### src/pkg/smbtpc_pkg.sv
/*
 * Constants shared by the two-wire bus timing and pin control block:
 * special-function addresses, register field positions, reset values,
 * timing counts and the START window decode function.
 * Assumes a single system clock domain for every user of the package.
 */
package smbtpc_pkg;

    // ------------------------------------------------------------------
    // Register addresses.
    // ------------------------------------------------------------------
    localparam logic [7:0] SMBTPC_TC_ADDR   = 8'hC7; // Timing/pin control.
    localparam logic [7:0] SMBTPC_CF_ADDR   = 8'hC1; // Second bus config.
    localparam logic [7:0] SMBTPC_CF_PAGE   = 8'h0F; // Page of config reg.
    localparam logic [7:0] SMBTPC_TC_RESET  = 8'h00; // Timing reset value.
    localparam logic [7:0] SMBTPC_CF_RESET  = 8'h00; // Config reset value.

    // ------------------------------------------------------------------
    // Timing/pin control fields.
    // ------------------------------------------------------------------
    localparam int SMBTPC_TC_SWAP1  = 7; // Second controller pin swap.
    localparam int SMBTPC_TC_SWAP0  = 6; // First controller pin swap.
    localparam int SMBTPC_TC_WIN1   = 2; // Second START window, LSB.
    localparam int SMBTPC_TC_WIN0   = 0; // First START window, LSB.

    // ------------------------------------------------------------------
    // Second bus configuration fields.
    // ------------------------------------------------------------------
    localparam int SMBTPC_CF_EN     = 7; // Interface enable.
    localparam int SMBTPC_CF_INH    = 6; // Slave inhibit.
    localparam int SMBTPC_CF_BUSY   = 5; // Busy flag, read only.
    localparam int SMBTPC_CF_EXTH   = 4; // Setup/hold extension.
    localparam int SMBTPC_CF_TOE    = 3; // SCL low timeout enable.
    localparam int SMBTPC_CF_FTE    = 2; // Free timeout enable.
    localparam int SMBTPC_CF_CS     = 0; // Bit-rate source, LSB.

    // ------------------------------------------------------------------
    // Timing counts.
    // ------------------------------------------------------------------
    localparam logic [3:0] SMBTPC_FREE_PERIODS = 4'hA; // Idle periods.
    localparam logic [3:0] SMBTPC_WIN_MIN_00   = 4'h0; // 0-1 clocks.
    localparam logic [3:0] SMBTPC_WIN_MIN_01   = 4'h2; // 2-3 clocks.
    localparam logic [3:0] SMBTPC_WIN_MIN_10   = 4'h4; // 4-5 clocks.
    localparam logic [3:0] SMBTPC_WIN_MIN_11   = 4'h8; // 8-9 clocks.

    // Least number of clocks data must stay low with clock high.
    function automatic logic [3:0] smbtpc_win_min(input logic [1:0] sel);
        case (sel)
            2'h0:    smbtpc_win_min = SMBTPC_WIN_MIN_00;
            2'h1:    smbtpc_win_min = SMBTPC_WIN_MIN_01;
            2'h2:    smbtpc_win_min = SMBTPC_WIN_MIN_10;
            default: smbtpc_win_min = SMBTPC_WIN_MIN_11;
        endcase
    endfunction

endpackage

### src/verilog/smbtpc_start_det.sv
/*
 * START and STOP detector for one two-wire bus controller, with a
 * programmable window between data falling and clock falling.
 * Assumes sda and scl are already synchronised to ref_clk.
 */
`timescale 1ns/1ps
module smbtpc_start_det
    import smbtpc_pkg::*;
(
    input  wire logic       ref_clk,
    input  wire logic       nrst,
    input  wire logic       enable,
    input  wire logic [1:0] window_sel,
    input  wire logic       sda,
    input  wire logic       scl,
    output logic            start_pulse,
    output logic            stop_pulse
);

    // ------------------------------------------------------------------
    // State and storage.
    // ------------------------------------------------------------------
    typedef enum logic [1:0] {
        SMBTPC_IDLE  = 2'b01,   // Waiting for data to fall.
        SMBTPC_ARMED = 2'b10    // Data fell with clock high, counting.
    } smbtpc_det_t;

    smbtpc_det_t state_reg;     // Detector state.
    smbtpc_det_t state_next;    // Next detector state.
    logic [3:0]  cnt_reg;       // Clocks since data fell.
    logic [3:0]  cnt_next;      // Next count.
    logic        sda_prev_reg;  // Data one clock ago.
    logic        start_next;    // Next START pulse.
    logic        stop_next;     // Next STOP pulse.
    wire  [3:0]  win_min = smbtpc_win_min(window_sel);
    wire         sda_fall = sda_prev_reg & ~sda & scl;
    wire         sda_rise = ~sda_prev_reg & sda & scl;

    // ------------------------------------------------------------------
    // Next-state logic.
    // ------------------------------------------------------------------
    // The window counts from the data fall; a clock fall or data
    // rise before the count reaches the minimum discards the START.
    always_comb
    begin
        state_next = state_reg;
        cnt_next   = cnt_reg;
        start_next = 1'b0;
        stop_next  = enable & sda_rise;
        case (state_reg)
            SMBTPC_IDLE:
            begin
                if (enable && sda_fall)
                begin
                    if (win_min == 4'h0)
                    begin
                        start_next = 1'b1; // RULE_15
                    end
                    else
                    begin
                        state_next = SMBTPC_ARMED;
                        cnt_next   = 4'h1;
                    end
                end
            end
            SMBTPC_ARMED:
            begin
                if (!enable || !scl || sda)
                begin
                    state_next = SMBTPC_IDLE; // RULE_15
                end
                else if (cnt_reg >= win_min)
                begin
                    start_next = 1'b1; // RULE_10 RULE_11
                    state_next = SMBTPC_IDLE;
                end
                else
                begin
                    cnt_next = cnt_reg + 4'h1;
                end
            end
            default:
            begin
                state_next = SMBTPC_IDLE;
            end
        endcase
    end

    // ------------------------------------------------------------------
    // Registers.
    // ------------------------------------------------------------------
    // The previous data level resets high, the idle level of the bus.
    always_ff @(posedge ref_clk or negedge nrst)
    begin
        if (!nrst)
        begin
            state_reg    <= SMBTPC_IDLE;
            cnt_reg      <= 4'h0;
            sda_prev_reg <= 1'b1;
            start_pulse  <= 1'b0;
            stop_pulse   <= 1'b0;
        end
        else
        begin
            state_reg    <= state_next;
            cnt_reg      <= cnt_next;
            sda_prev_reg <= sda;
            start_pulse  <= start_next;
            stop_pulse   <= stop_next;
        end
    end

endmodule // smbtpc_start_det

### src/verilog/smbtpc_top.sv
/*
 * Timing and pin configuration logic for two two-wire bus controllers:
 * registers, bit-rate source selection, timeouts, pin swapping and
 * START/STOP detection.
 * Assumes the controller cores, timers and crossbar pads sit outside;
 * pad levels are asynchronous, everything else is on ref_clk.
 */
`timescale 1ns/1ps
// Function
// RULE_01 - timeout on: reload timer while clock high
// RULE_02 - split timer: only high byte held
// RULE_03 - software sets timer for 25 ms
// RULE_04 - bus free after ten idle source periods
// RULE_05 - two bits pick bit-rate source
// RULE_06 - extension bit selects longer setup/hold
// RULE_07 - second swap bit orders its pins
// RULE_08 - first swap bit orders its pins
// RULE_09 - software swaps pins for EEPROM access
// RULE_10 - second controller START window by field
// RULE_11 - first controller START window independent
// RULE_12 - timing register at 0xC7, all pages
// RULE_13 - enable bit makes interface monitor pins
// RULE_14 - busy set in transfer, cleared stop/free
// RULE_15 - START counts clocks from data fall
module smbtpc_top
    import smbtpc_pkg::*;
(
    input  wire logic       ref_clk,
    input  wire logic       nrst,
    input  wire logic [7:0] sfr_addr,
    input  wire logic [7:0] sfr_page,
    input  wire logic       sfr_wr,
    input  wire logic [7:0] sfr_wdata,
    output logic      [7:0] sfr_rdata,
    input  wire logic [3:0] pad_in,
    output logic      [3:0] pad_out,
    output logic      [3:0] pad_oe_n,
    input  wire logic       c0_enable,
    input  wire logic       c0_sda_drive_low,
    input  wire logic       c0_scl_drive_low,
    input  wire logic       c1_sda_drive_low,
    input  wire logic       c1_scl_drive_low,
    output logic            c0_sda,
    output logic            c0_scl,
    output logic            c1_sda,
    output logic            c1_scl,
    output logic            c0_start,
    output logic            c0_stop,
    output logic            c1_start,
    output logic            c1_stop,
    input  wire logic       t0_ovf,
    input  wire logic       t5_ovf,
    input  wire logic       t2h_ovf,
    input  wire logic       t2l_ovf,
    input  wire logic       t4_split,
    output logic            c1_bitrate_tick,
    output logic            c1_bus_free,
    output logic            c1_busy,
    output logic            c1_enable,
    output logic            c1_inhibit,
    output logic            c1_setup_hold_extend,
    output logic            t4_reload_low,
    output logic            t4_reload_high
);

    // ------------------------------------------------------------------
    // Declarations.
    // ------------------------------------------------------------------
    logic [7:0] tc_reg;         // Timing and pin control register.
    logic [7:0] cf_reg;         // Second bus config, busy bit unused.
    logic       busy_reg;       // Transfer in progress, second bus.
    logic       busy_next;      // Next busy value.
    logic [3:0] free_cnt_reg;   // Source periods with both lines high.
    logic [3:0] free_cnt_next;  // Next idle count.
    logic [3:0] pad_meta_reg;   // First synchroniser stage.
    logic [3:0] pad_sync_reg;   // Second synchroniser stage.
    logic       det0_start;     // First controller START pulse.
    logic       det0_stop;      // First controller STOP pulse.
    logic       det1_start;     // Second controller START pulse.
    logic       det1_stop;      // Second controller STOP pulse.

    // Field views of the registers.
    wire        swap0   = tc_reg[SMBTPC_TC_SWAP0];
    wire        swap1   = tc_reg[SMBTPC_TC_SWAP1];
    wire  [1:0] win0    = tc_reg[SMBTPC_TC_WIN0 +: 2];
    wire  [1:0] win1    = tc_reg[SMBTPC_TC_WIN1 +: 2];
    wire        en1     = cf_reg[SMBTPC_CF_EN];
    wire        toe1    = cf_reg[SMBTPC_CF_TOE];
    wire        fte1    = cf_reg[SMBTPC_CF_FTE];
    wire  [1:0] cs1     = cf_reg[SMBTPC_CF_CS +: 2];

    // ------------------------------------------------------------------
    // Register decode.
    // ------------------------------------------------------------------
    // The timing register answers on every page; the config register
    // only on its own page.
    wire tc_hit = (sfr_addr == SMBTPC_TC_ADDR); // RULE_12
    wire cf_hit = (sfr_addr == SMBTPC_CF_ADDR)
                & (sfr_page == SMBTPC_CF_PAGE);
    wire [7:0] cf_view = {cf_reg[7:6], busy_reg, cf_reg[4:0]};
    wire [7:0] rdata_next = tc_hit ? tc_reg : (cf_hit ? cf_view : 8'h00);

    // ------------------------------------------------------------------
    // Pin mapping.
    // ------------------------------------------------------------------
    // Picks data or clock for the lower-numbered pad of a pair.
    function automatic logic smbtpc_lo_pick(input logic swap,
                                            input logic sda_v,
                                            input logic scl_v);
        smbtpc_lo_pick = swap ? scl_v : sda_v;
    endfunction

    // Pads 0/1 belong to the first controller, pads 2/3 to the second.
    wire [3:0] drive_low = {
        smbtpc_lo_pick(swap1, c1_scl_drive_low, c1_sda_drive_low),
        smbtpc_lo_pick(swap1, c1_sda_drive_low, c1_scl_drive_low), // RULE_07
        smbtpc_lo_pick(swap0, c0_scl_drive_low, c0_sda_drive_low),
        smbtpc_lo_pick(swap0, c0_sda_drive_low, c0_scl_drive_low)  // RULE_08
    };
    wire sda0_in = smbtpc_lo_pick(swap0, pad_sync_reg[0], pad_sync_reg[1]);
    wire scl0_in = smbtpc_lo_pick(swap0, pad_sync_reg[1], pad_sync_reg[0]);
    wire sda1_in = smbtpc_lo_pick(swap1, pad_sync_reg[2], pad_sync_reg[3]);
    wire scl1_in = smbtpc_lo_pick(swap1, pad_sync_reg[3], pad_sync_reg[2]);

    // ------------------------------------------------------------------
    // Bit-rate source, free timeout and busy.
    // ------------------------------------------------------------------
    wire src_tick = (cs1 == 2'h0) ? t0_ovf :
                    (cs1 == 2'h1) ? t5_ovf :
                    (cs1 == 2'h2) ? t2h_ovf : t2l_ovf; // RULE_05
    wire bus_idle = en1 & scl1_in & sda1_in;
    // More than ten periods: the eleventh tick of an idle stretch.
    wire free_hit = fte1 & bus_idle & src_tick
                  & (free_cnt_reg == SMBTPC_FREE_PERIODS); // RULE_04
    assign free_cnt_next = !bus_idle ? 4'h0 :
                           (src_tick && free_cnt_reg != SMBTPC_FREE_PERIODS)
                           ? free_cnt_reg + 4'h1 : free_cnt_reg;
    // A START in the same cycle as a STOP or free clear wins; only disabling the interface overrides it.
    assign busy_next = !en1 ? 1'b0 :
                       det1_start ? 1'b1 :
                       (det1_stop | free_hit) ? 1'b0 : busy_reg; // RULE_14

    // ------------------------------------------------------------------
    // START detectors, one per controller.
    // ------------------------------------------------------------------
    smbtpc_start_det u_det0
    (
        .ref_clk     (ref_clk),
        .nrst        (nrst),
        .enable      (c0_enable),
        .window_sel  (win0),             // RULE_11
        .sda         (sda0_in),
        .scl         (scl0_in),
        .start_pulse (det0_start),
        .stop_pulse  (det0_stop)
    );

    smbtpc_start_det u_det1
    (
        .ref_clk     (ref_clk),
        .nrst        (nrst),
        .enable      (en1),              // RULE_13
        .window_sel  (win1),             // RULE_10
        .sda         (sda1_in),
        .scl         (scl1_in),
        .start_pulse (det1_start),
        .stop_pulse  (det1_stop)
    );

    // ------------------------------------------------------------------
    // Register writes.
    // ------------------------------------------------------------------
    // Reserved timing bits 5:4 are kept at zero whatever is written.
    always_ff @(posedge ref_clk or negedge nrst)
    begin
        if (!nrst)
        begin
            tc_reg <= SMBTPC_TC_RESET; // RULE_12
            cf_reg <= SMBTPC_CF_RESET;
        end
        else
        begin
            if (sfr_wr && tc_hit)
            begin
                tc_reg <= sfr_wdata & 8'hCF;
            end
            if (sfr_wr && cf_hit)
            begin
                cf_reg <= sfr_wdata;
            end
        end
    end

    // ------------------------------------------------------------------
    // Pad synchroniser.
    // ------------------------------------------------------------------
    // Pads idle high, so both stages reset high to avoid a false edge.
    always_ff @(posedge ref_clk or negedge nrst)
    begin
        if (!nrst)
        begin
            pad_meta_reg <= 4'hF;
            pad_sync_reg <= 4'hF;
        end
        else
        begin
            pad_meta_reg <= pad_in;
            pad_sync_reg <= pad_meta_reg;
        end
    end

    // ------------------------------------------------------------------
    // State and output registers.
    // ------------------------------------------------------------------
    // All outputs are registered, so they lag their causes by one clock.
    always_ff @(posedge ref_clk or negedge nrst)
    begin
        if (!nrst)
        begin
            busy_reg             <= 1'b0;
            free_cnt_reg         <= 4'h0;
            sfr_rdata            <= 8'h00;
            pad_out              <= 4'h0;
            pad_oe_n             <= 4'hF;
            c0_sda               <= 1'b1;
            c0_scl               <= 1'b1;
            c1_sda               <= 1'b1;
            c1_scl               <= 1'b1;
            c0_start             <= 1'b0;
            c0_stop              <= 1'b0;
            c1_start             <= 1'b0;
            c1_stop              <= 1'b0;
            c1_bitrate_tick      <= 1'b0;
            c1_bus_free          <= 1'b0;
            c1_busy              <= 1'b0;
            c1_enable            <= 1'b0;
            c1_inhibit           <= 1'b0;
            c1_setup_hold_extend <= 1'b0;
            t4_reload_low        <= 1'b0;
            t4_reload_high       <= 1'b0;
        end
        else
        begin
            busy_reg             <= busy_next;
            free_cnt_reg         <= free_cnt_next;
            sfr_rdata            <= rdata_next;
            pad_out              <= 4'h0;
            pad_oe_n             <= ~drive_low; // RULE_07 RULE_08
            c0_sda               <= sda0_in;
            c0_scl               <= scl0_in;
            c1_sda               <= sda1_in;
            c1_scl               <= scl1_in;
            c0_start             <= det0_start;
            c0_stop              <= det0_stop;
            c1_start             <= det1_start;
            c1_stop              <= det1_stop;
            c1_bitrate_tick      <= en1 & src_tick; // RULE_05
            c1_bus_free          <= free_hit;       // RULE_04
            c1_busy              <= busy_next;
            c1_enable            <= en1;
            c1_inhibit           <= cf_reg[SMBTPC_CF_INH];
            c1_setup_hold_extend <= cf_reg[SMBTPC_CF_EXTH]; // RULE_06
            t4_reload_high       <= en1 & toe1 & scl1_in;   // RULE_01
            t4_reload_low        <= en1 & toe1 & scl1_in
                                  & ~t4_split;              // RULE_02
        end
    end

endmodule // smbtpc_top

### config.mk
export PLATFORM = sky130hd
export DESIGN_NAME = smbtpc_top
export DESIGN_NICKNAME = d
export VERILOG_FILES = /design/src/pkg/smbtpc_pkg.sv /design/src/verilog/smbtpc_start_det.sv /design/src/verilog/smbtpc_top.sv
export SDC_FILE = /design/constraint.sdc
export NUM_CORES = 1
export LEC_CHECK = 0
export ABC_CLOCK_PERIOD_IN_PS = 2200
export BUFFER_PORTS_ARGS = -buffer_cell sky130_fd_sc_hd__buf_2
export CAP_MARGIN = 20
export CORE_AREA = 5 5 97 99
export CTS_BUF_LIST = sky130_fd_sc_hd__clkbuf_8
export DETAILED_ROUTE_END_ITERATION = 10
export DIE_AREA = 0 0 102 104
export PLACE_DENSITY = 0.73
export REMOVE_ABC_BUFFERS = 1
export SLEW_MARGIN = 20
export SYNTH_ARGS = -nofsm -noshare
export SYNTH_HDL_FRONTEND = slang
export SYNTH_HIERARCHICAL = 1
export SYNTH_SLANG_ARGS = --single-unit
### constraint.sdc
create_clock -name ref_clk -period 2.2 [get_ports ref_clk]
set_input_delay 0.22 -clock ref_clk [delete_from_list [all_inputs] [get_ports ref_clk]]
set_output_delay 0.22 -clock ref_clk [all_outputs]
set_load 0.05 [all_outputs]
* After elaboration in Yosys (flattened, before gate mapping)
Cells that the tools add are included.
** Word-level totals
- ROM bits :: 0
- Logic and storage cells :: 164
- Register bits after elaboration :: 70
- RAM bits :: 0
- Bits of input ports :: 41
- Latch bits :: 0
- Output and inout port bits :: 32
- Memories :: 0
** Cells by class
- Shift-type cells :: 0
- Mux-type cells :: 50
- Add/subtract/negate cells :: 3
- Eq/ne operators :: 27
- Magnitude comparators :: 2
- Multiply operators :: 0
- Bitwise operators :: 27
- Div/mod/pow operators :: 0
- Reduce and logical (&&, ||, !) cells :: 24
** Operators with widths (count)
- 4-bit 2-to-1 mux :: 10
- 4-bit case mux with 3 select lines :: 2
- 1-bit 2-to-1 mux :: 22
- 1-bit bitwise AND :: 20
- 8-bit == test, second input constant :: 2
- 2-bit 2-to-1 mux :: 8
- 8-bit 2-to-1 mux :: 2
- 4-bit case mux with 2 select lines :: 2
- 4-bit by 1-bit adder with 4-bit output, second input constant :: 3
- 2-bit inequality test, second input constant :: 6
- 2-bit by 1-bit == test with 1-bit output, second input constant :: 5
- 2-bit == test, second input constant :: 5
- 5-bit AND reduction :: 2
- 3-bit by 1-bit inequality test with 1-bit output, second input constant :: 3
- 8-bit by 4-bit == test with 1-bit output, second input constant :: 1
- 4-bit >= comparator :: 2
- 4-bit zero test :: 2
- 2-bit case mux with 2 select lines :: 2
- 2-bit zero test :: 3
- 2-bit by 1-bit inequality test with 1-bit output, second input constant :: 3
- 3-bit AND reduction :: 2
- 1-bit logical AND :: 5
- 1-bit NOT :: 5
- 4-bit == test, second input constant :: 1
- 7 further kinds :: 15

* Depth between registers and ports, before layout
Gate-level depths: netlist of run 1.
- Depth in word-level cells :: 10
- Mapped depth :: 6
- Gate-level depth less buffers :: 6

* Modules after synthesis
The synthesis of run 1 kept the hierarchy.
** By module, submodules not included
- smbtpc_top :: cells each 135, seq. area each 1346.3 um2, area each 1999.4 um2, instances 1
- smbtpc_start_det :: cells each 64, seq. area each 227.7 um2, area each 611.8 um2, instances 2

* Worst setup path after synthesis of run 1
OpenSTA, ideal clock, no wires.
- Path type :: reg-to-reg
- Start point :: reg tc_reg[7]
- End point :: reg u_det1.cnt_reg[3]
- Path slack :: 0.122 ns
- Clock period less this slack :: 2.078 ns
- Stages on the path, launching flop included :: 7
- Required time :: 2.099 ns
- Path buffers :: 1
- Setup time :: 0.101 ns
- Arrival :: 1.977 ns
- Cell sequence :: dfrtp_1 -> clkbuf_1 -> mux2_2 -> nand3b_4 -> a21o_1 -> or4_1 -> o311ai_2
** On the way
- Cells in the longest elaborated chain, start to end :: 7
- Elaborated cells on any way between the ends :: 12
- Classes of those cells :: eq/ne (2); mux (2); bitwise (3); reduce/logical (5)
** RTL lines
- start, declared :: line smbtpc_top.sv:69 : logic [7:0] tc_reg;
- start signal, assigned :: line smbtpc_top.sv:185 : tc_reg <= sfr_wdata & 8'hCF;
- 1-bit 2-to-1 mux (*) :: line smbtpc_top.sv:110 : smbtpc_lo_pick = swap ? scl_v : sda_v;
- net sda1_in :: line smbtpc_top.sv:122 : wire sda1_in = smbtpc_lo_pick(swap1, pad_sync_reg[2], pad_sync_reg[3]);
- 1-bit NOT :: line smbtpc_start_det.sv:36 : wire sda_fall = sda_prev_reg & ~sda & scl;
- 1-bit bitwise AND (2 in a row) :: line smbtpc_start_det.sv:36
- 1-bit logical AND :: line smbtpc_start_det.sv:53 : if (enable && sda_fall)
- 2-bit by 1-bit inequality test with 1-bit output (no line)
- 5-bit AND reduction (no line) (*)
- end signal, assigned :: line smbtpc_start_det.sv:106 : cnt_reg <= cnt_next;
- end, declared :: line smbtpc_start_det.sv:30 : logic [3:0] cnt_reg;
The timed path passes the listed nets; every way through them passes the cells marked *.
A chain may end at the register's enable or synchronous reset.

* Worst setup path after layout of run 1
- Start point :: reg tc_reg[3]
- End point :: reg u_det1.cnt_reg[2]
** On the way
- Cells in the longest elaborated chain, start to end :: 5
- Elaborated cells on any way between the ends :: 9
- Classes of those cells :: order compare (1); eq/ne (4); mux (1); reduce/logical (3)
** RTL lines
- 2-bit == test, or another cell as far along :: line smbtpc_pkg.sv:48 : case (sel)
- 4-bit case mux with 3 select lines (*) :: line smbtpc_pkg.sv:48
- 4-bit >= comparator or 4-bit zero test (tied branches) :: line smbtpc_start_det.sv:72, smbtpc_start_det.sv:55
- 2-bit inequality test (no line)
- 5-bit AND reduction (no line) (*)
Every way passes the cells marked *; elsewhere a longest branch is shown, timed or not.

==> metrics.txt, run 1 <==
status=complete, no violations; Die Width=102 um; Sw Pwr=685 uW; Clock Skews=0.0129 ns; largest area contributor in the netlist=dfrtp_1; FF-to-FF setup slack=0.1 ns; final critical-path required period=2.10 ns; combinational power share=12.0%; TNS Setup=0 ns; Residual DRC=0; synth warn=6; Tcrit/Tclk final=95.7%; R2R Path Start=tc_reg[3]$_DFFE_PN0P_; IO Port Bufs=67; post-synthesis area per instance=12.3 um2; Worst R2R End=u_det1/cnt_reg[2]$_DFFE_PN0P_; PD cells=653 nW/um2; first-iteration detailed-routing DRC count=86; worst reg2reg path depth=6; Int Pwr=1910 uW; CTS clk-pin slew, worst paths=0.07 ns; synthesized cell area=3220 um2; # rows=34; CTS tree=done; hold path depth=2; Final nets=407; worst min path class=in -> reg; sequential power share=53.8%; Design Power=2600 uW; Final Setup Violations=0; worst setup path class=reg -> reg; first-pass detailed-route iteration total=4; Slew Limit Fails=0; final wirelength=6600 um; Peak Freq=0.475 GHz; core area=8470 um2; CTS Sinks=71; DIE AREA=10600 um2; worst-margin pin slew=0.693 ns; Root Buffer=clkbuf_8; antenna violations before repair=1; critical path fanouts, max=9; max reg flops=8; Yosys reg bits=71; critical path startpoint category=flop; top cell family by delay on the critical path=simple AND/OR/NAND/NOR gates; drt via density=4.95; DRT antenna net count=0; # fillers=747; clk_lat worst skew=0.34 ns; switch share=26.4%; final setup margin=0.0956 ns; crit-path cells=or2b_1 > ha_1 > o21ai_0 > a31oi_1 > or4_1 > o311ai_1; crit path DAT=2.34 ns; post-synthesis cell count=263; Longest Clk Path Bufs=2; CP peak stage delay=0.53 ns; required time of the critical path=2.44 ns; crit path max-delay cell type=or4_1; Hold Path Origin=c0_scl_drive_low; post-synth top area share=39.6%; GPL Wtd Cong=0.771; Synth Flop Type=dfrtp_1; share of layout cells above drive strength 1=39.5%; vias=2303; Place WS=0.114 ns; unrepaired setup endpoints after global routing=no; Area Growth Syn to Fin=23.3%; chip height=104 um; average wire per standard cell=14.2 um; Clock power frac=34.2%; CTS H-Tree Depth=3; largest net degree at the start of global routing=45; max-capacitance violation count=0; Top Ports=73; most frequent cells in the layout=67 x buf_2, 51 x dfrtp_1, 25 x nand2_1, 20 x dfstp_2, 18 x inv_1; commonest non-fill, non-tap cell in the layout=buf_2; Antenna Cells=0; Slew HR=53.8%; count of cell types in the netlist=48; Post-synth ARST share=100%; Num CTS Buffers=9; EDFF count, synth=0; post-detail-place hpwl=4910 um; Total GRT Usage=12.5%; initial core utilization=38.1%; hold path endpoint=pad_oe_n[1]$_DFF_PN1_; Hold Fails Final Rpt=0; vias in the first global route=2244; Congestion Overflow GR=0; sum of buffers and inverters on the critical path=0; Leakage=0.00193 uW; cell types occupying the most area after synthesis=dfrtp_1 40%, dfstp_2 16%, ha_1 5.4%; Seq/Total Area, Yosys=55.9%; first-pass GRT wire length=10500 um; CP Capture Type=flop; worst vdd ir=289 uV
-- worst max-delay path by stage --
| stage | startpoint | endpoint | slack [ns] | cells past startpoint |
|---|---|---|---|---|
| after floorplan | tc_reg[0]$_DFFE_PN0P_ | u_det0/cnt_reg[3]$_DFFE_PN0P_ | 0.23 | 6 |
| after global placement | tc_reg[1]$_DFFE_PN0P_ | u_det0/cnt_reg[3]$_DFFE_PN0P_ | 0.18 | 6 |
| after detailed placement | tc_reg[1]$_DFFE_PN0P_ | u_det0/cnt_reg[3]$_DFFE_PN0P_ | 0.11 | 6 |
| after CTS | tc_reg[1]$_DFFE_PN0P_ | u_det0/state_reg[1]$_DFFE_PN0P_ | 0.09 | 6 |
| after global routing | tc_reg[7]$_DFFE_PN0P_ | u_det1/cnt_reg[3]$_DFFE_PN0P_ | 0.01 | 5 |
| final | tc_reg[3]$_DFFE_PN0P_ | u_det1/cnt_reg[2]$_DFFE_PN0P_ | 0.1 | 6 |
-- kinds of logic after synthesis --
kind of cell	synth area share, %
xor+xnor	0.815
compound gates	10.0
mux	8.70
other cells	0.116
simple gates	15.1
buf+inv	3.96
flops	55.9
fa+ha+maj	5.43
-- power by group through the flow --
stage                     sequential (uW)  combinational (uW)  clock, uW
after floorplan                      1450                 144          0
after global placement               1420                 288          0
after detailed placement             1420                 301          0
after CTS                            1400                 310        919
after global routing                 1400                 341        981
final                                1400                 311        888
-- cells in the mapped netlist, types with 4 or more instances --
| library cell | number |
|---|---|
| and2_1 | 6 |
| nand3_1 | 6 |
| dfstp_2 | 20 |
| buf_4 | 5 |
| ha_1 | 14 |
| nand2_1 | 25 |
| mux2i_1 | 4 |
| or4_1 | 4 |
| mux2_2 | 10 |
| inv_1 | 16 |
| clkbuf_1 | 5 |
| o21ai_0 | 4 |
| a22oi_1 | 6 |
| nor2_1 | 15 |
| o311ai_0 | 8 |
| dfrtp_1 | 51 |
| mux2_4 | 7 |
| nand2b_1 | 4 |
| o211ai_1 | 4 |
-- routing by layer --
| metal | vias to the layer above | share of wire [%] | track usage [%] |
|---|---|---|---|
| met4 | 2 | 1.4 | 4.78 |
| met1 | 1123 | 43 | 15.6 |
| met5 | - | 0.17 | 0 |
| met2 | 58 | 48 | 20.1 |
| met3 | 9 | 6.9 | 3.96 |
| li1 | 1111 | - | - |
-- cell type report --
type                       instances  area (um2)  area share (%)
inverter                          16        60.1            1.51
clock inverter                     6        30.0           0.756
multi-input combinational        168        1310            32.9
tap                              108         135            3.40
timing repair buffer              86         503            12.7
sequential                        71        1800            45.4
clock buffer                      10         138            3.46
-- timing repair --
action                                  CTS  global route
endpoints found under the setup margin    0             3
hold buffers                              5             0
setup buffers                             0             1
endpoints found under the hold margin    21             0
resized for setup                         0             1
-- metrics by stage --
stage	std cells	util [%]	instance area, um2	hold slack, ns
final	465	46.9	3970	0.0310
after global routing	465	46.9	3970	0.00723
after CTS	464	46.8	3970	0.0129
after detailed placement	443	44.3	3750	0.291
after global placement	443	44.3	3750	0.281
after floorplan	255	-	3170	-0.0756
-- worst register-to-register path, cell delays in order (launching register included) --
cell,delay [ns]
dfrtp_1,0.41
or2b_1,0.25
ha_1,0.27
o21ai_0,0.17
a31oi_1,0.15
or4_1,0.53
o311ai_1,0.23
Note: power is estimated with default switching activity, not from simulation.
==> run 2: changes to the inputs <==
==> config.mk (replaced) <==
export PLATFORM = sky130hd
export DESIGN_NAME = smbtpc_top
export DESIGN_NICKNAME = d
export VERILOG_FILES = /design/src/pkg/smbtpc_pkg.sv /design/src/verilog/smbtpc_start_det.sv /design/src/verilog/smbtpc_top.sv
export SDC_FILE = /design/constraint.sdc
export NUM_CORES = 1
export LEC_CHECK = 0
export ABC_CLOCK_PERIOD_IN_PS = 1850
export BUFFER_PORTS_ARGS = -buffer_cell sky130_fd_sc_hd__buf_2
export CAP_MARGIN = 20
export CORE_AREA = 5 5 94 96
export CTS_BUF_LIST = sky130_fd_sc_hd__clkbuf_8
export DETAILED_ROUTE_END_ITERATION = 10
export DIE_AREA = 0 0 99 101
export PLACE_DENSITY = 0.74
export REMOVE_ABC_BUFFERS = 1
export SLEW_MARGIN = 20
export SYNTH_ARGS = -nofsm -noshare
export SYNTH_HDL_FRONTEND = slang
export SYNTH_SLANG_ARGS = --single-unit
==> constraint.sdc (replaced) <==
create_clock -name ref_clk -period 1.85 [get_ports ref_clk]
set_input_delay 0.185 -clock ref_clk [delete_from_list [all_inputs] [get_ports ref_clk]]
set_output_delay 0.185 -clock ref_clk [all_outputs]
set_load 0.05 [all_outputs]
==> metrics.txt, run 2 <==
status=complete, but fails checks (was complete, no violations); failing checks=setup timing; EDFF count, synth=0 (unchanged); Congestion Overflow GR=0 (unchanged); cell types occupying the most area after synthesis=dfrtp_1 43%, dfstp_2 16%, mux2_2 6.4% (was dfrtp_1 40%, dfstp_2 16%, ha_1 5.4%); DRT antenna net count=0 (unchanged); average wire per standard cell=15.0 um (was 14.2 um); top cell family by delay on the critical path=simple AND/OR/NAND/NOR gates (unchanged); hold path depth=2 (unchanged); final setup margin=-0.119 ns (was 0.0956 ns); Residual DRC=0 (unchanged); worst setup path class=reg -> reg (unchanged); Worst R2R End=u_det1.cnt_reg[3]$_DFFE_PN0P_ (was u_det1/cnt_reg[2]$_DFFE_PN0P_); CP Capture Type=flop (unchanged); Hold Fails Final Rpt=0 (unchanged); first-pass GRT wire length=11300 um (was 10500 um); CP peak stage delay=0.53 ns (about the same); initial core utilization=37.7% (was 38.1%); Synth Area in XOR/XNOR=0.875% (was 0.815%); Top Ports=73 (unchanged); Finished Core Util=54.2% (was 46.9%); Synth Flop Type=dfrtp_1 (unchanged); Die Width=99 um (was 102 um); critical path fanouts, max=2 (was 9); sum of buffers and inverters on the critical path=0 (unchanged); GPL Wtd Cong=0.808 (was 0.771); Antenna Cells=0 (unchanged); max-capacitance violation count=0 (unchanged); combinational power share=15.9% (was 12.0%); largest net degree at the start of global routing=70 (was 45); Sw Pwr=898 uW (was 685 uW); Int Pwr=2670 uW (was 1910 uW); Leakage=0.00209 uW (was 0.00193 uW); antenna violations before repair=0 (was 1); final critical-path required period=1.97 ns (was 2.10 ns); DIE AREA=10000 um2 (was 10600 um2); post-synth top area share=42.5% (was 39.6%); first-iteration detailed-routing DRC count=108 (was 86); Slew Limit Fails=0 (unchanged); required time of the critical path=2.11 ns (was 2.44 ns); crit path max-delay cell type=dfstp_2 (was or4_1); worst reg2reg path depth=6 (unchanged); first-pass detailed-route iteration total=4 (unchanged); Hold Path Origin=sfr_wdata[1] (was c0_scl_drive_low); worst vdd ir=364 uV (was 289 uV); # rows=33 (was 34); largest area contributor in the netlist=dfrtp_1 (unchanged); post-synthesis area per instance=12.5 um2 (was 12.3 um2); CTS tree=done (unchanged); clk_lat worst skew=0.34 ns (about the same); largest family of logic cells by synthesized area=simple AND/OR/NAND/NOR gates (unchanged); crit path DAT=2.23 ns (was 2.34 ns); Root Buffer=clkbuf_8 (unchanged); adder-cell share of the synthesized area=5.83% (was 5.43%); Yosys reg bits=69 (was 71); count of cell types in the netlist=46 (was 48); Peak Freq=0.508 GHz (was 0.475 GHz); hold path endpoint=cf_reg[1]$_DFFE_PN0P_ (was pad_oe_n[1]$_DFF_PN1_); Total GRT Usage=14.2% (was 12.5%); Layout Cell Area excl Fill=4320 um2 (was 3970 um2); hold_ws=0.0918 ns (was 0.0310 ns); unrepaired setup endpoints after global routing=yes (was no); Clock power frac=39.1% (was 34.2%); chip height=101 um (was 104 um); area post-placement=3680 um2 (was 3750 um2); Tcrit/Tclk final=106% (was 95.7%); vias in the first global route=2440 (was 2244); Area Growth Syn to Fin=43.8% (was 23.3%); most common cell in the synthesized netlist=dfrtp_1 (unchanged); post-synthesis cell count=241 (was 263); Seq/Total Area, Yosys=58.3% (was 55.9%); CTS H-Tree Depth=3 (unchanged); R2R Path Start=pad_sync_reg[2]$_DFF_PN1_ (was tc_reg[3]$_DFFE_PN0P_); most frequent cells in the layout=67 x buf_2, 50 x dfrtp_1, 34 x buf_4, 18 x dfstp_2, 17 x mux2_2 (was 67 x buf_2, 51 x dfrtp_1, 25 x nand2_1, 20 x dfstp_2, 18 x inv_1); FF-to-FF setup slack=-0.12 ns (was 0.1 ns); Final nets=422 (was 407); switch share=25.2% (was 26.4%); post-synthesis mux area share=8.79% (was 8.70%); core area=7970 um2 (was 8470 um2); share of layout cells above drive strength 1=50.0% (was 39.5%); crit-path cells=and4b_1 > a31oi_1 > or3b_4 > a21o_1 > or4_1 > o21ai_1 (was or2b_1 > ha_1 > o21ai_0 > a31oi_1 > or4_1 > o311ai_1); Final Setup Violations=6 (was 0); sequential power share=45.0% (was 53.8%); Longest Clk Path Bufs=2 (unchanged); worst min path class=in -> reg (unchanged); synthesized cell area=3000 um2 (was 3220 um2); final wirelength=7160 um (was 6600 um); simple-gate share of the synthesized area=13.0% (was 15.1%); Post-synth ARST share=100% (unchanged); critical path startpoint category=flop (unchanged); Place WS=-0.195 ns (was 0.114 ns); IO Port Bufs=67 (unchanged); vias=2354 (was 2303); commonest non-fill, non-tap cell in the layout=buf_2 (unchanged); Clock Skews=0.00924 ns (was 0.0129 ns); CTS Sinks=69 (was 71); post-detail-place hpwl=4830 um (was 4910 um); synth warn=0 (was 6); Design Power=3570 uW (was 2600 uW); CTS clk-pin slew, worst paths=0.07 ns (about the same); Compound-Gate Fraction of Synth Area=10.4% (was 10.0%); max reg flops=8 (unchanged); drt via density=4.94 (was 4.95); top cells by count, synth=51 x dfrtp_1, 18 x dfstp_2, 17 x mux2_2, 16 x nor2_1, 14 x ha_1 (was 51 x dfrtp_1, 25 x nand2_1, 20 x dfstp_2, 16 x inv_1, 15 x nor2_1); Num CTS Buffers=9 (unchanged); PD cells=828 nW/um2 (was 653 nW/um2)
## run 2: logic make-up after synthesis
family,count (synthesis)
XOR/XNOR,3
buffers and inverters,17
adder cells (fa/ha/maj),14
flip-flops,69
other,1
multiplexers,23
AO/OA/AOI/OAI,42
AND/OR/NAND/NOR,72
## run 2: power by group through the flow
stage / combinational, uW / sequential [uW] / clock, uW
CTS: 477 / 1600 / 1430
finish: 566 / 1610 / 1400
detailed placement: 417 / 1630 / 0
floorplan: 168 / 1670 / 0
global route: 608 / 1610 / 1500
global placement: 399 / 1630 / 0
## run 2: per-stage QoR
step | setup TNS [ns] | std cells
after floorplan | -0.425 | 238
after global placement | -0.402 | 441
after detailed placement | -0.890 | 441
after CTS | -0.255 | 473
after global routing | -0.939 | 477
final | -0.371 | 477
## run 2: worst max-delay path by stage
stage,slack [ns],cells after the start,startpoint,endpoint
after floorplan,-0.28,8,tc_reg[2]$_DFFE_PN0P_,u_det1.cnt_reg[3]$_DFFE_PN0P_
final,-0.12,6,pad_sync_reg[2]$_DFF_PN1_,u_det1.cnt_reg[3]$_DFFE_PN0P_
after detailed placement,-0.20,8,tc_reg[0]$_DFFE_PN0P_,u_det0.cnt_reg[2]$_DFFE_PN0P_
after global routing,-0.19,7,pad_sync_reg[2]$_DFF_PN1_,u_det1.cnt_reg[3]$_DFFE_PN0P_
after CTS,-0.12,6,pad_sync_reg[2]$_DFF_PN1_,u_det1.cnt_reg[3]$_DFFE_PN0P_
after global placement,-0.11,8,tc_reg[0]$_DFFE_PN0P_,u_det0.cnt_reg[2]$_DFFE_PN0P_
## run 2: cell type report
type	count	area [um2]
clock buffers	11	151
inverters	11	41.3
flip-flops and latches	69	1750
well taps	105	131
repair buffers	118	776
clock inverters	5	82.6
multi-input cells	158	1380
fillers	679	3650
## run 2: timing repair
item | CTS | global route
pin swaps | 14 | 17
setup endpoints to repair | 9 | 11
resized for setup | 17 | 28
hold buffers | 12 | 0
buffers inserted | 4 | 4
hold endpoints to repair | 60 | 0
## run 2: worst register-to-register path, cell delays in order, from the launching register on
cell and delay [ns]:
dfstp_2 0.53, and4b_1 0.17, a31oi_1 0.06, or3b_4 0.40
a21o_1 0.19, or4_1 0.47, o21ai_1 0.08
## run 2: routing by layer
metal,track usage [%],wire length (um),vias up,part of all wire (%)
met4,5.46,187,0,2.6
met5,0,0,-,0
li1,-,-,1121,-
met3,4.08,378,17,5.3
met2,24.5,3490,73,49
met1,16.9,3110,1143,43
==> run 3: changes to the inputs <==
--- a/config.mk
+++ b/config.mk
@@ -8,13 +8,14 @@
 export ABC_CLOCK_PERIOD_IN_PS = 1850
 export BUFFER_PORTS_ARGS = -buffer_cell sky130_fd_sc_hd__buf_2
 export CAP_MARGIN = 20
-export CORE_AREA = 5 5 94 96
+export CORE_AREA = 5 5 97 99
 export CTS_BUF_LIST = sky130_fd_sc_hd__clkbuf_8
 export DETAILED_ROUTE_END_ITERATION = 10
-export DIE_AREA = 0 0 99 101
-export PLACE_DENSITY = 0.74
+export DIE_AREA = 0 0 102 104
+export PLACE_DENSITY = 0.73
 export REMOVE_ABC_BUFFERS = 1
 export SLEW_MARGIN = 20
 export SYNTH_ARGS = -nofsm -noshare
 export SYNTH_HDL_FRONTEND = slang
+export SYNTH_HIERARCHICAL = 1
 export SYNTH_SLANG_ARGS = --single-unit
==> metrics.txt, run 3 (synthesized netlist as in run 1, its figures left out) <==
average wire per standard cell=15.7 um (was 15.0 um); CP peak stage delay=0.49 ns (was 0.53 ns); vias=2587 (was 2354); Root Buffer=clkbuf_8 (unchanged); Total GRT Usage=14.7% (was 14.2%); core area=8470 um2 (was 7970 um2); commonest non-fill, non-tap cell in the layout=buf_2 (unchanged); DIE AREA=10600 um2 (was 10000 um2); post-detail-place hpwl=5000 um (was 4830 um); DR WL met2=3830 um (was 3490 um); Hold Path Origin=sfr_wdata[4] (was sfr_wdata[1]); Highest Signal Layer=met5 (was met4); Top Ports=73 (unchanged); crit path max-delay cell type=or4_1 (was dfstp_2); R2R Path Start=tc_reg[0]$_DFFE_PN0P_ (was pad_sync_reg[2]$_DFF_PN1_); Area Growth Syn to Fin=43.6% (was 43.8%); hold path endpoint=cf_reg[4]$_DFFE_PN0P_ (was cf_reg[1]$_DFFE_PN0P_); status=complete, but fails checks (unchanged); Congestion Overflow GR=0 (unchanged); Longest Clk Path Bufs=2 (unchanged); Sw Pwr=912 uW (was 898 uW); final setup margin=-0.173 ns (was -0.119 ns); Int Pwr=2940 uW (was 2670 uW); Final nets=447 (was 422); PD cells=833 nW/um2 (was 828 nW/um2); failing checks=setup timing (unchanged); antenna violations before repair=1 (was 0); CP Capture Type=flop (unchanged); TNS Setup=-0.568 ns (was -0.371 ns); Layout Cell Area excl Fill=4630 um2 (was 4320 um2); Peak Freq=0.494 GHz (was 0.508 GHz); switch share=23.7% (was 25.2%); max reg flops=8 (unchanged); worst reg2reg path depth=6 (unchanged); area post-placement=3930 um2 (was 3680 um2); worst setup path class=reg -> reg (unchanged); max-capacitance violation count=0 (unchanged); unrepaired setup endpoints after global routing=yes (unchanged); first-pass detailed-route iteration total=4 (unchanged); worst-margin pin slew=0.504 ns; IO Port Bufs=67 (unchanged); Tcrit/Tclk final=109% (was 106%); Slew Limit Fails=0 (unchanged); chip height=104 um (was 101 um); CTS tree=done (unchanged); hold path depth=2 (unchanged); critical path startpoint category=flop (unchanged); Num CTS Buffers=9 (unchanged); most frequent cells in the layout=67 x buf_2, 51 x dfrtp_1, 42 x buf_4, 25 x nand2_1, 20 x dfstp_2 (was 67 x buf_2, 50 x dfrtp_1, 34 x buf_4, 18 x dfstp_2, 17 x mux2_2); crit path DAT=2.26 ns (was 2.23 ns); vias in the first global route=2581 (was 2440); worst vdd ir=397 uV (was 364 uV); CTS clk-pin slew, worst paths=0.07 ns (about the same); CTS H-Tree Depth=3 (unchanged); Residual DRC=0 (unchanged); Final Setup Violations=6 (unchanged); drt via density=5.12 (was 4.94); clk_lat worst skew=0.34 ns (about the same); combinational power share=14.5% (was 15.9%); share of layout cells above drive strength 1=49.4% (was 50.0%); GPL Wtd Cong=0.811 (was 0.808); Worst R2R End=u_det0/cnt_reg[2]$_DFFE_PN0P_ (was u_det1.cnt_reg[3]$_DFFE_PN0P_); final critical-path required period=2.02 ns (was 1.97 ns); critical path fanouts, max=5 (was 2); Antenna Cells=0 (unchanged); FF-to-FF setup slack=-0.17 ns (was -0.12 ns); CTS Sinks=71 (was 69); met1 wire length=3340 um (was 3110 um); # rows=34 (was 33); Slew HR=66.4%; initial core utilization=38.1% (was 37.7%); first-pass GRT wire length=12300 um (was 11300 um); worst min path class=in -> reg (unchanged); final wirelength=7920 um (was 7160 um); first-iteration detailed-routing DRC count=74 (was 108); Clock Skews=0.00783 ns (was 0.00924 ns); Clock power frac=42.5% (was 39.1%); Die Width=102 um (was 99 um); crit-path cells=or2b_1 > ha_4 > o21ai_4 > a31oi_4 > or4_1 > o311ai_1 (was and4b_1 > a31oi_1 > or3b_4 > a21o_1 > or4_1 > o21ai_1); sequential power share=43.1% (was 45.0%); Hold Fails Final Rpt=0 (unchanged); Leakage=0.00221 uW (was 0.00209 uW); DRT antenna net count=0 (unchanged); required time of the critical path=2.09 ns (was 2.11 ns); largest net degree at the start of global routing=72 (was 70); WL met3=545 um (was 378 um)
-- run 3: worst max path at each step --
stage,start,to,slack (ns),cells after the start
global route,tc_reg[0]$_DFFE_PN0P_,u_det0/cnt_reg[2]$_DFFE_PN0P_,-0.24,6
global placement,tc_reg[2]$_DFFE_PN0P_,u_det1/cnt_reg[3]$_DFFE_PN0P_,-0.15,6
CTS,tc_reg[2]$_DFFE_PN0P_,u_det1/cnt_reg[2]$_DFFE_PN0P_,-0.16,6
floorplan,tc_reg[0]$_DFFE_PN0P_,u_det0/cnt_reg[3]$_DFFE_PN0P_,-0.12,6
finish,tc_reg[0]$_DFFE_PN0P_,u_det0/cnt_reg[2]$_DFFE_PN0P_,-0.17,6
detailed placement,tc_reg[0]$_DFFE_PN0P_,u_det0/cnt_reg[1]$_DFFE_PN0P_,-0.27,6
-- run 3: routing by layer --
| metal | global-route usage, % | vias to the layer above |
|---|---|---|
| met1 | 18.5 | 1278 |
| met2 | 23.0 | 93 |
| met4 | 6.37 | 2 |
| met3 | 4.63 | 20 |
| li1 | - | 1194 |
| met5 | 0 | - |
-- run 3: worst max-delay path: cells and delay by family, from the launching register on --
family                     cells  cell delay (ns)
and+or+nand+nor                2             0.76
adders and majority gates      1             0.23
DFF                            1             0.39
AOI/OAI and AO/OA              3             0.54
-- run 3: final cells by class --
type,count,area (um2)
clock buffer,10,138
clock inverter,6,133
fill,682,3840
inverter,16,60.1
multi-input combinational,169,1540
sequential,71,1800
tap,108,135
timing repair buffer,125,825
-- run 3: stage by stage --
stage	power [uW]	utilization, %	setup WS, ns	instances	hold slack, ns
after floorplan	1900	-	-0.124	255	-0.111
after detailed placement	2090	46.4	-0.274	467	0.236
final	3860	54.7	-0.173	505	0.0907
after CTS	3800	52.4	-0.160	497	0.0788
after global placement	2080	46.4	-0.152	467	0.232
after global routing	4000	54.7	-0.243	505	0.0773
-- run 3: power by group through the flow --
stage,registers [uW],logic [uW],clock network [uW]
5_1_grt,1670,604,1730
2_1_floorplan,1730,171,0
4_1_cts,1650,474,1670
6_report,1660,558,1640
3_3_place_gp,1680,398,0
3_5_place_dp,1680,411,0
-- run 3: timing repair --
item,in CTS,in global routing
pin swaps,4,14
hold buffers,12,0
setup endpoints to repair,14,14
resized for setup,23,24
hold endpoints to repair,60,0
setup buffers,2,7
cloned,0,1
